$ cat config.mk
export PLATFORM = sky130hd
export DESIGN_NAME = guard_ctl
export DESIGN_NICKNAME = d
export VERILOG_FILES = /design/src/hw/guard_ctl_pkg.sv /design/src/hw/guard_ctl.sv /design/src/hw/cycle_rom.sv
export SDC_FILE = /design/constraint.sdc
export NUM_CORES = 1
export LEC_CHECK = 0
export ABC_AREA = 1
export CAP_MARGIN = 40
export CORE_ASPECT_RATIO = 2
export CORE_MARGIN = 8
export CORE_UTILIZATION = 55
export DETAILED_ROUTE_END_ITERATION = 8
export DONT_BUFFER_PORTS = 1
export PLACE_DENSITY = 0.74
export SLEW_MARGIN = 20
export SYNTH_ARGS = -nofsm -noshare
export SYNTH_HDL_FRONTEND = slang
export SYNTH_HIERARCHICAL = 1
export SYNTH_SLANG_ARGS = --single-unit
$ cat constraint.sdc
create_clock -name pclk -period 1.4 [get_ports pclk]
set_clock_uncertainty 0.05 [all_clocks]
set_input_delay 0.42 -clock pclk [delete_from_list [all_inputs] [get_ports pclk]]
set_output_delay 0.42 -clock pclk [all_outputs]
set_load 0.005 [all_outputs]
$ cat src/hw/guard_ctl_pkg.sv
package guard_ctl_pkg;
  localparam logic [31:0] REG_CTRL   = 32'h0000_0000;
  localparam logic [31:0] REG_SECTOR = 32'h0000_0004;
  localparam logic [31:0] REG_STATUS = 32'h0000_0008;
  localparam logic [31:0] REG_RDATA  = 32'h0000_000C;
  localparam logic [31:0] REG_ARRAY  = 32'h0000_0010;
  localparam int CTRL_OP_LSB = 0;
  localparam int CTRL_OP_W   = 4;
  localparam int STAT_BUSY   = 0;
  localparam int STAT_TMO    = 1;
  localparam int STAT_SET    = 2;
  localparam int SECT_LSB    = 16;
  localparam int TIMEOUT_BIT = 5;
  localparam int BUS_CYCLES  = 2;
  localparam logic [23:0] ADDR_UNLOCK1 = 24'h00_0555;
  localparam logic [23:0] ADDR_UNLOCK2 = 24'h00_02AA;
  localparam logic [23:0] ADDR_ZERO    = 24'h00_0000;
  localparam logic [15:0] D_AA   = 16'h00AA;
  localparam logic [15:0] D_55   = 16'h0055;
  localparam logic [15:0] D_PERS = 16'h00C0;
  localparam logic [15:0] D_FRZ  = 16'h0050;
  localparam logic [15:0] D_VOL  = 16'h00E0;
  localparam logic [15:0] D_A0   = 16'h00A0;
  localparam logic [15:0] D_80   = 16'h0080;
  localparam logic [15:0] D_30   = 16'h0030;
  localparam logic [15:0] D_90   = 16'h0090;
  localparam logic [15:0] D_F0   = 16'h00F0;
  localparam logic [15:0] D_0    = 16'h0000;
  localparam logic [15:0] D_1    = 16'h0001;
  typedef enum logic [3:0] {
    OP_NONE, OP_PERS_SET, OP_PERS_ERASE_ALL, OP_PERS_READ, OP_FRZ_CLEAR, OP_FRZ_READ,
    OP_VOL_SET, OP_VOL_CLEAR, OP_VOL_READ, OP_RESET, OP_ARRAY_READ
  } op_t;
  typedef enum logic [1:0] {CS_PERS, CS_FRZ, CS_VOL} cmdset_t;
endpackage

$ cat src/hw/guard_ctl.sv
// The APB interface to the registers and the address map were left to the implementer.
`timescale 1ns/1ps
module guard_ctl
  import guard_ctl_pkg::*;
#(
  parameter int ADDR_W = 24,
  parameter int DATA_W = 16
) (
  input  wire logic               pclk,
  input  wire logic               presetn,
  input  wire logic               psel,
  input  wire logic               penable,
  input  wire logic               pwrite,
  input  wire logic [31:0]        paddr,
  input  wire logic [31:0]        pwdata,
  output logic [31:0]             prdata,
  output logic                    pready,
  output logic                    pslverr,
  output logic [ADDR_W-1:0]       flash_addr,
  output logic [DATA_W-1:0]       flash_dq_out,
  output logic                    flash_dq_oe_n,
  input  wire logic [DATA_W-1:0]  flash_dq_in,
  output logic                    flash_ce_n,
  output logic                    flash_we_n,
  output logic                    flash_oe_n
);
  initial begin
    if (ADDR_W != 24 || DATA_W != 16) $error("guard_ctl supports 24 address and 16 data bits only");
  end

  typedef enum logic [2:0] {S_IDLE, S_LOAD, S_SETUP, S_STROBE, S_HOLD, S_NEXT} state_t;

  typedef struct packed {
    state_t      st;
    logic [3:0]  op;
    logic [2:0]  idx;
    logic [7:0]  sector;
    logic [1:0]  cnt;
    logic [15:0] rdata;
    logic        tmo;
    logic        busy;
    logic [31:0] prdata;
    logic        pready;
    logic        pslverr;
    logic [23:0] addr;
    logic [15:0] dq;
    logic        dq_oe_n;
    logic        ce_n;
    logic        we_n;
    logic        oe_n;
  } ctl_t;

  ctl_t cur;
  ctl_t next_cur;

  logic [23:0] rom_addr;
  logic [15:0] rom_data;
  logic        rom_rd;
  logic        rom_last;

  cycle_rom u_rom (
    .pclk    (pclk),
    .presetn (presetn),
    .op      (cur.op),
    .idx     (cur.idx),
    .sector  (cur.sector),
    .addr    (rom_addr),
    .data    (rom_data),
    .rd      (rom_rd),
    .last    (rom_last)
  );

  function automatic logic known_op(input logic [3:0] o);
    known_op = (o >= 4'(OP_PERS_SET)) && (o <= 4'(OP_ARRAY_READ));
  endfunction

  logic access;
  assign access = psel && penable && !cur.pready;

  always_comb begin
    next_cur = cur;
    next_cur.pready = 1'b0;
    next_cur.pslverr = 1'b0;
    if (access) begin
      next_cur.pready = 1'b1;
      if (pwrite) begin
        case (paddr)
          REG_CTRL: begin
            // Unknown or busy-time commands refused so no stray cycle is sent
            if (cur.busy || !known_op(pwdata[CTRL_OP_LSB +: CTRL_OP_W])) begin
              next_cur.pslverr = 1'b1;
            end else begin
              next_cur.op   = pwdata[CTRL_OP_LSB +: CTRL_OP_W];
              next_cur.busy = 1'b1;
              next_cur.idx  = 3'd0;
              next_cur.st   = S_LOAD;
              if (pwdata[CTRL_OP_LSB +: CTRL_OP_W] == 4'(OP_RESET)) next_cur.tmo = 1'b0;
            end
          end
          REG_SECTOR: next_cur.sector = pwdata[SECT_LSB +: 8];
          default:    next_cur.pslverr = 1'b1;
        endcase
      end else begin
        case (paddr)
          REG_SECTOR: next_cur.prdata = {8'h00, cur.sector, 16'h0000};
          REG_STATUS: next_cur.prdata = {29'h0, cur.rdata[0] == 1'b0, cur.tmo, cur.busy};
          REG_RDATA:  next_cur.prdata = {16'h0000, cur.rdata};
          REG_ARRAY:  next_cur.prdata = {16'h0000, cur.rdata};
          REG_CTRL:   next_cur.prdata = {28'h0, cur.op};
          default: begin
            next_cur.prdata  = 32'h0;
            next_cur.pslverr = 1'b1;
          end
        endcase
      end
    end
    case (cur.st)
      S_IDLE: begin
        next_cur.ce_n = 1'b1;
      end
      S_LOAD: begin
        // One cycle for the table register to settle on the new index
        next_cur.st = S_SETUP;
      end
      S_SETUP: begin
        next_cur.addr    = rom_addr;
        next_cur.dq      = rom_data;
        next_cur.ce_n    = 1'b0;
        next_cur.dq_oe_n = rom_rd;
        next_cur.oe_n    = !rom_rd;
        next_cur.we_n    = rom_rd;
        next_cur.cnt     = 2'(BUS_CYCLES);
        next_cur.st      = S_STROBE;
      end
      S_STROBE: begin
        if (cur.cnt != 2'd0) begin
          next_cur.cnt = cur.cnt - 2'd1;
        end else begin
          if (!cur.oe_n) begin
            next_cur.rdata = flash_dq_in;
            // Timeout flag during status output sets the sticky tmo bit, cleared only by a reset command
            if (flash_dq_in[TIMEOUT_BIT] && cur.op != 4'(OP_ARRAY_READ)) next_cur.tmo = 1'b1;
          end
          next_cur.we_n = 1'b1;
          next_cur.oe_n = 1'b1;
          next_cur.st   = S_HOLD;
        end
      end
      S_HOLD: begin
        next_cur.ce_n    = 1'b1;
        next_cur.dq_oe_n = 1'b1;
        next_cur.st      = S_NEXT;
        if (rom_last) begin
          next_cur.busy = 1'b0;
          next_cur.st   = S_IDLE;
        end
      end
      S_NEXT: begin
        next_cur.idx = cur.idx + 3'd1;
        next_cur.st  = S_LOAD;
      end
      default: next_cur.st = S_IDLE;
    endcase
  end

  always_ff @(posedge pclk or negedge presetn) begin
    if (!presetn) begin
      cur <= '{st: S_IDLE, op: 4'h0, idx: 3'd0, sector: 8'h00, cnt: 2'd0, rdata: 16'h0000,
               tmo: 1'b0, busy: 1'b0, prdata: 32'h0, pready: 1'b0, pslverr: 1'b0,
               addr: 24'h0, dq: 16'h0, dq_oe_n: 1'b1, ce_n: 1'b1, we_n: 1'b1, oe_n: 1'b1};
    end else begin
      cur <= next_cur;
    end
  end

  assign prdata        = cur.prdata;
  assign pready        = cur.pready;
  assign pslverr       = cur.pslverr;
  assign flash_addr    = cur.addr;
  assign flash_dq_out  = cur.dq;
  assign flash_dq_oe_n = cur.dq_oe_n;
  assign flash_ce_n    = cur.ce_n;
  assign flash_we_n    = cur.we_n;
  assign flash_oe_n    = cur.oe_n;

  chk_write_read_excl: assert property (@(posedge pclk) disable iff (!presetn)
    !(flash_we_n == 1'b0 && flash_oe_n == 1'b0)) else $error("write and read strobes overlap");
  chk_drive_on_write: assert property (@(posedge pclk) disable iff (!presetn)
    !flash_we_n |-> !flash_dq_oe_n) else $error("write strobe without data drive");
  chk_release_on_read: assert property (@(posedge pclk) disable iff (!presetn)
    !flash_oe_n |-> flash_dq_oe_n) else $error("bus driven during read");
  chk_strobe_width: assert property (@(posedge pclk) disable iff (!presetn)
    $fell(flash_we_n) |-> !flash_we_n [*3] ##1 flash_we_n) else $error("write strobe width wrong");
  chk_reset_cmd: assert property (@(posedge pclk) disable iff (!presetn)
    $fell(flash_we_n) && cur.op == 4'(OP_RESET) |-> flash_dq_out == D_F0) else $error("reset data wrong");
  chk_unlock_first: assert property (@(posedge pclk) disable iff (!presetn)
    $fell(flash_we_n) && cur.idx == 3'd0 && cur.op != 4'(OP_RESET) |-> flash_dq_out == D_AA
    && flash_addr == ADDR_UNLOCK1) else $error("first unlock cycle wrong");
  chk_busy_ends: assert property (@(posedge pclk) disable iff (!presetn)
    $rose(cur.busy) |-> ##[1:60] !cur.busy) else $error("sequence did not finish");
  chk_tmo_sticky: assert property (@(posedge pclk) disable iff (!presetn)
    cur.tmo && !cur.busy |=> cur.tmo || cur.op == 4'(OP_RESET)) else $error("timeout flag lost");
  cov_pers_set: cover property (@(posedge pclk) disable iff (!presetn)
    $rose(cur.busy) && cur.op == 4'(OP_PERS_SET));
  cov_vol_read: cover property (@(posedge pclk) disable iff (!presetn)
    $fell(cur.busy) && cur.op == 4'(OP_VOL_READ));
  cov_timeout: cover property (@(posedge pclk) disable iff (!presetn) $rose(cur.tmo));
endmodule // guard_ctl

$ cat src/hw/cycle_rom.sv
`timescale 1ns/1ps
module cycle_rom
  import guard_ctl_pkg::*;
(
  input  wire logic        pclk,
  input  wire logic        presetn,
  input  wire logic [3:0]  op,
  input  wire logic [2:0]  idx,
  input  wire logic [7:0]  sector,
  output logic [23:0]      addr,
  output logic [15:0]      data,
  output logic             rd,
  output logic             last
);
  logic [23:0] sa;
  logic [23:0] a_n;
  logic [15:0] d_n;
  logic        r_n;
  logic        l_n;
  function automatic logic [15:0] entry_code(input logic [3:0] o);
    case (o)
      4'(OP_FRZ_CLEAR), 4'(OP_FRZ_READ):                 entry_code = D_FRZ;
      4'(OP_VOL_SET), 4'(OP_VOL_CLEAR), 4'(OP_VOL_READ): entry_code = D_VOL;
      default:                                           entry_code = D_PERS;
    endcase
  endfunction
  // No buffered write is ever issued, so no abort state can arise
  // Low sector bits zero; any address in the sector serves
  assign sa = {sector, 16'h0000};
  always_comb begin
    a_n = ADDR_ZERO;
    d_n = D_0;
    r_n = 1'b0;
    l_n = 1'b0;
    if (op == 4'(OP_RESET)) begin
      d_n = D_F0;
      l_n = 1'b1;
    end else if (op == 4'(OP_ARRAY_READ)) begin
      r_n = 1'b1;
      l_n = 1'b1;
    end else begin
      // Entry, body, exit; every command step a write except the read step
      case (idx)
        3'd0: begin a_n = ADDR_UNLOCK1; d_n = D_AA; end
        3'd1: begin a_n = ADDR_UNLOCK2; d_n = D_55; end
        3'd2: begin a_n = ADDR_UNLOCK1; d_n = entry_code(op); end
        3'd3: begin
          case (op)
            4'(OP_PERS_ERASE_ALL): d_n = D_80;
            4'(OP_PERS_READ), 4'(OP_VOL_READ): begin
              a_n = sa; r_n = 1'b1;
            end
            4'(OP_FRZ_READ): r_n = 1'b1;
            default: d_n = D_A0;
          endcase
        end
        3'd4: begin
          case (op)
            4'(OP_PERS_SET):       begin a_n = sa; d_n = D_0; end
            4'(OP_PERS_ERASE_ALL): d_n = D_30;
            4'(OP_FRZ_CLEAR):      d_n = D_0;
            4'(OP_VOL_SET):        begin a_n = sa; d_n = D_0; end
            4'(OP_VOL_CLEAR):      begin a_n = sa; d_n = D_1; end
            default:               d_n = D_90;
          endcase
        end
        3'd5: begin
          case (op)
            4'(OP_PERS_READ), 4'(OP_FRZ_READ), 4'(OP_VOL_READ): begin
              d_n = D_0; l_n = 1'b1;
            end
            default: d_n = D_90;
          endcase
        end
        default: begin d_n = D_0; l_n = 1'b1; end
      endcase
    end
  end
  always_ff @(posedge pclk or negedge presetn) begin
    if (!presetn) begin
      addr <= ADDR_ZERO;
      data <= D_0;
      rd   <= 1'b0;
      last <= 1'b0;
    end else begin
      addr <= a_n;
      data <= d_n;
      rd   <= r_n;
      last <= l_n;
    end
  end
endmodule // cycle_rom

# Yosys cells after proc, flatten, opt, wreduce, memory -nomap -nowiden
# Cells that the tools add are included.
[word_totals]
regBits = 158
input_bits = 85
[op_classes]
n_addsub = 2
n_lt_le_gt_ge = 2
n_eq_ne = 29
mux = 51
bitwise_logic = 5
reduce_logical = 36
[op_table]
columns = ["op", "n"]
rows = [
  ["case mux 24 bit (4 select lines)", 2],
  ["two-way mux 24 bit", 4],
  ["case mux 16 bit (6 select lines)", 1],
  ["equality test 32 x 4 -> 1 bit, second input constant", 2],
  ["two-way mux 18 bit", 2],
  ["two-way mux 36 bit", 1],
  ["equality test 32 x 3 -> 1 bit, second input constant", 1],
  ["equality test 32 x 5 -> 1 bit, second input constant", 1],
  ["zero test 32 bit", 1],
  ["two-way mux 16 bit", 2],
  ["two-way mux 32 bit", 1],
  ["case mux 8 bit (2 select lines)", 2],
  ["case mux 8 bit (3 select lines)", 1],
  ["two-way mux 10 bit", 2],
  ["case mux 3 bit (6 select lines)", 1],
  ["equality test 4 x 3 -> 1 bit, second input constant", 4],
  ["equality test 4 bit, second input constant", 4],
  ["two-way mux 1 bit", 16],
  ["two-way mux 8 bit", 2],
  ["nonzero test 2 bit", 7],
  ["equality test 3 x 2 -> 1 bit, second input constant", 4],
  ["equality test 3 bit, second input constant", 4],
  ["OR reduction 3 bit", 4],
  ["two-way mux 2 bit", 5],
  ["23 further kinds", 51],
]

# Logic depth before layout (Yosys ltp)
[logic_depth]
ltp_word = 12
ltp_mapped = 10
depth_no_buf = 10

# Hierarchy
# The synthesis kept the hierarchy.
[modules_own_cells]
columns = ["module", "instances", "cells_per_inst", "area_each_um2", "seq_area_each_um2"]
rows = [
  ["guard_ctl", 1, 618, 5146.2, 2707.6],
  ["cycle_rom", 1, 147, 1143.6, 475.5],
]

# Worst setup path after synthesis
# Ideal clock, no wire load.
[synth_path]
kind = "input-to-reg"
start = "input paddr[31]"
end = "register cur[106] in the netlist's numbering"
arrival_time_ps = 1372
setup_slack_ps = -148
cell_stages = 9
path_buffers = 1
path_cell_list = "nor2_1 > nand2_1 > nor2_1 > nand2_2 > nor2_4 > nand3_2 > buf_4 > nand3_1 > o21ai_1"
[synth_between]
elab_chain_len = 3
[synth_rtl]
columns = ["element", "line_no", "rtl"]
rows = [
  ["start: declaration", "guard_ctl.sv:14", "input wire logic [31:0] paddr,"],
  ["zero test 32 bit", "guard_ctl.sv:87", "case (paddr)"],
  ["nonzero test 2 bit (no source line)", "--", ""],
  ["AND reduction 4 bit (no source line)", "--", ""],
  ["end signal: assignment", "guard_ctl.sv:168", "cur <= '{st: S_IDLE, op: 4'h0, idx: 3'd0, sector: 8'h00, cnt: 2'd0, rdata: 16'h0000,"],
  ["end signal: assignment", "guard_ctl.sv:172", "cur <= next_cur;"],
  ["end: declaration", "guard_ctl.sv:53", "ctl_t cur;"],
]
# No other way between the ends.
# A chain may end at the register's enable or synchronous reset.

# Worst setup path in the final report
[layout_path]
start = "register cur[114] in the netlist's numbering"
end = "register cur[83] in the netlist's numbering"
[layout_between]
elab_chain_len = 2
[layout_rtl]
columns = ["element", "line_no", "rtl"]
rows = [
  ["equality test 3 x 2 -> 1 bit", "guard_ctl.sv:117", "case (cur.st)"],
  ["AND reduction 3 bit (no source line)", "--", ""],
]
# No other way between the ends.

==> impl_metrics.toml <==
[floorplanning]
io_pins = 163
die_w_um = 91.6
num_rows = 55
coreArea_mm2 = 0.0112
dieArea_mm2 = 0.0153
die_height_um = 167
start_util_pct = 56.1

[job]
drv_cap = 0

[synthesis]
synth_top_area_share_pct = 48.9
ys_top_cells_by_area = "dfrtp_1 49%, nand2_1 16%, buf_4 11%"
ys_types = 34
synth_edf_count = 0
yosysSeqAreaShare_pct = 50.6
synth_area_mm2 = 0.00629
synth_top_family_by_area = "simple AND/OR/NAND/NOR gates"
synth_xor_area_share_pct = 0.139
synthArstFlopShare_pct = 100
synthAdderAreaFrac_pct = 0.398
synth_ff_type = "dfrtp_1"
yosys.area.top_type = "dfrtp_1"
synth_compound_area_share_pct = 6.19
ys_ff_latch = 127
synth.area.mux_share_pct = 0
synth.most_common_cell = "nand2_1"
synth.top_cells.by_count = "272 x nand2_1, 123 x dfrtp_1, 96 x buf_4"
synthCells = 765
synth-simple-area-share_pct = 26.0
syn_avg_cell_area_um2 = 8.22
yosysWarnings = 6

[sta]
setup_viol = 61
setup_ws_ns = -0.0712
worst-slew-pin-transition_ns = 0.516
post-route-period-util_pct = 105
period_needed_ns = 1.47
holdWs_ns = -0.337
clock.fmax_mhz = 680
finalHoldViolCount = 127
rsz0062_at_grt = "true"
maxSlewHeadroom_pct = 65.5
drv_slew = 0

[hold_path]
hold_path_class = "input port to asynchronous set/reset pin"

[critical_path]
r2r_slack_ns = -0.07
worst-setup-path-type = "flop to flop"
critPathCaptureType = "flop"
cp.arrival_ns = 1.72
reg2reg_from = "cur[114]"
cp-start-kind = "flop"
reg2regPathDepth = 8
crit_fanout = 8
r2r_end = "cur[83]"
required_ns = 1.65

[placement]
place_hpwl_um = 9850
place.gp.congestion = 0.885
port_buffers = 0

[layout]
fillers = 860
drive_above_1_share_pct = 32.1
final_core_util_pct = 67.8
num_antenna_cells = 0
num-nets-final = 827
syn_to_final_growth_pct = 20.9

[clock_network]
cts_buffer_depth = 2
h-tree-depth = 4
cts-buffers-inserted = 17
clk_latency_ns = 0.40
clock_sinks = 127
cts_root_buf = "clkbuf_16"
clkTransAtPathRegs_ns = 0.06
cts_tree = "done"

[power_and_ir_drop]
ir_drop_mv = 0.855
cellPowerDensity_mw_per_mm2 = 1110
p_leak_nw = 3.66
totalPowerFinal_mw = 8.42

[route]
dr.pass1.iters = 5
routedWlPerCell_um = 16.6
ant_nets = 0
wirelength_um = 14900
drtIter0Drc = 240
drc = 0
vias = 4686
viasPerCell = 5.24

[outcome]
status = "complete, but fails checks"
failed_checks = "hold timing, setup timing"

[global_routing]
antenna_found_initial = 0
grt_pass1_wl_um = 22800
track_usage_pct = 18.4
grt_max_degree = 128
grt_pass1_vias = 4800
overflow = 0
worst max-delay path by stage:
stage                     cells past startpoint  slack [ns]    endpoint        from
after floorplan                               9       -0.12    cur[108]    paddr[9]
after global placement                        8       -0.24    cur[110]   paddr[23]
after detailed placement                      8       -0.31    cur[114]    paddr[1]
after CTS                                     0       -0.07  flash_oe_n  flash_oe_n
after global routing                          7       -0.17     cur[79]    cur[114]
final                                         8       -0.07     cur[83]    cur[114]
worst max-delay path, cell delays in order, from the launching register on:
cell     delay (ns)
dfrtp_1        0.36
inv_2          0.07
nor3_4         0.24
nand2_2        0.11
nor2_4         0.23
buf_12         0.18
inv_6          0.04
nand2_2        0.05
nand2_1        0.04
registers in the layout, summed over array words and instances, names as in the netlist:
| signal | count |
|---|---|
| u_rom/addr | 10 |
| u_rom/last | 1 |
| prdata | 24 |
| flash_oe_n | 1 |
| u_rom/rd | 1 |
| flash_addr | 24 |
| pslverr | 1 |
| flash_dq_oe_n | 1 |
| flash_we_n | 1 |
| flash_ce_n | 1 |
| pready | 1 |
| u_rom/data | 7 |
| flash_dq_out | 16 |
| cur | 38 |
final cells by class:
type / count / area (um^2) / share of cell area (%)
Timing Repair inverter: 1 / 16.3 / 0.214
Multi-Input combinational cell: 480 / 2780 / 36.5
Clock inverter: 14 / 183 / 2.40
Tap cell: 142 / 178 / 2.34
Timing Repair Buffer: 50 / 572 / 7.52
Inverter: 63 / 260 / 3.42
Clock buffer: 18 / 429 / 5.64
Sequential cell: 127 / 3190 / 42.0
cell usage in the layout, fill, tap and decap left out, types with 11 or more instances in the layout:
cell       Yosys  routed
dfrtp_1      123     117
nor2_4         3      14
nor2_2         5      14
clkbuf_16      0      20
buf_4         96      26
nor2_1        53      33
inv_1         56      51
nand2_1      272     220
nand3_1       45      28
o21ai_1        3      12
nand2_2        5      47
buf_6          1      13
nand3_2        1      14
conb_1         2      21
o21ai_2        3      11
logic make-up after synthesis:
| family | Yosys count |
|---|---|
| flops | 127 |
| fa+ha+maj | 2 |
| buf+inv | 177 |
| xor+xnor | 1 |
| other cells | 2 |
| simple gates | 395 |
| compound gates | 61 |
per-stage QoR:
stage / cell area [um^2] / setup slack [ns] / instances / setup TNS, ns
after detailed placement: 6200 / -0.313 / 848 / -8.59
after floorplan: 6510 / -0.117 / 784 / -3.20
after global routing: 7600 / -0.174 / 895 / -7.39
final: 7600 / -0.0712 / 895 / -1.68
after CTS: 7020 / -0.0684 / 885 / -0.889
after global placement: 6200 / -0.244 / 848 / -6.68
power by group:
part / switching (mW) / internal [mW] / total, mW / leakage (nW)
registers: 0.0145 / 3.70 / 3.72 / 1.63
clock network: 1.66 / 2.83 / 4.49 / 0.293
logic: 0.127 / 0.0866 / 0.214 / 1.74
metal layers:
layer,part of all wire [%],up-vias,track usage (%)
met3,6.7,41,6.09
met5,0,-,0
met1,35,2227,18.2
met2,56,189,33.1
met4,3.2,0,9.40
li1,-,2229,-
what timing repair did:
action                     4_1_cts  5_1_grt
buffers inserted                 4        4
resized for setup               40      131
pin swaps                        4       31
setup endpoints to repair       58      120
hold endpoints to repair       127      127
cloned                           1        5
(Power assumes the default switching activity.)
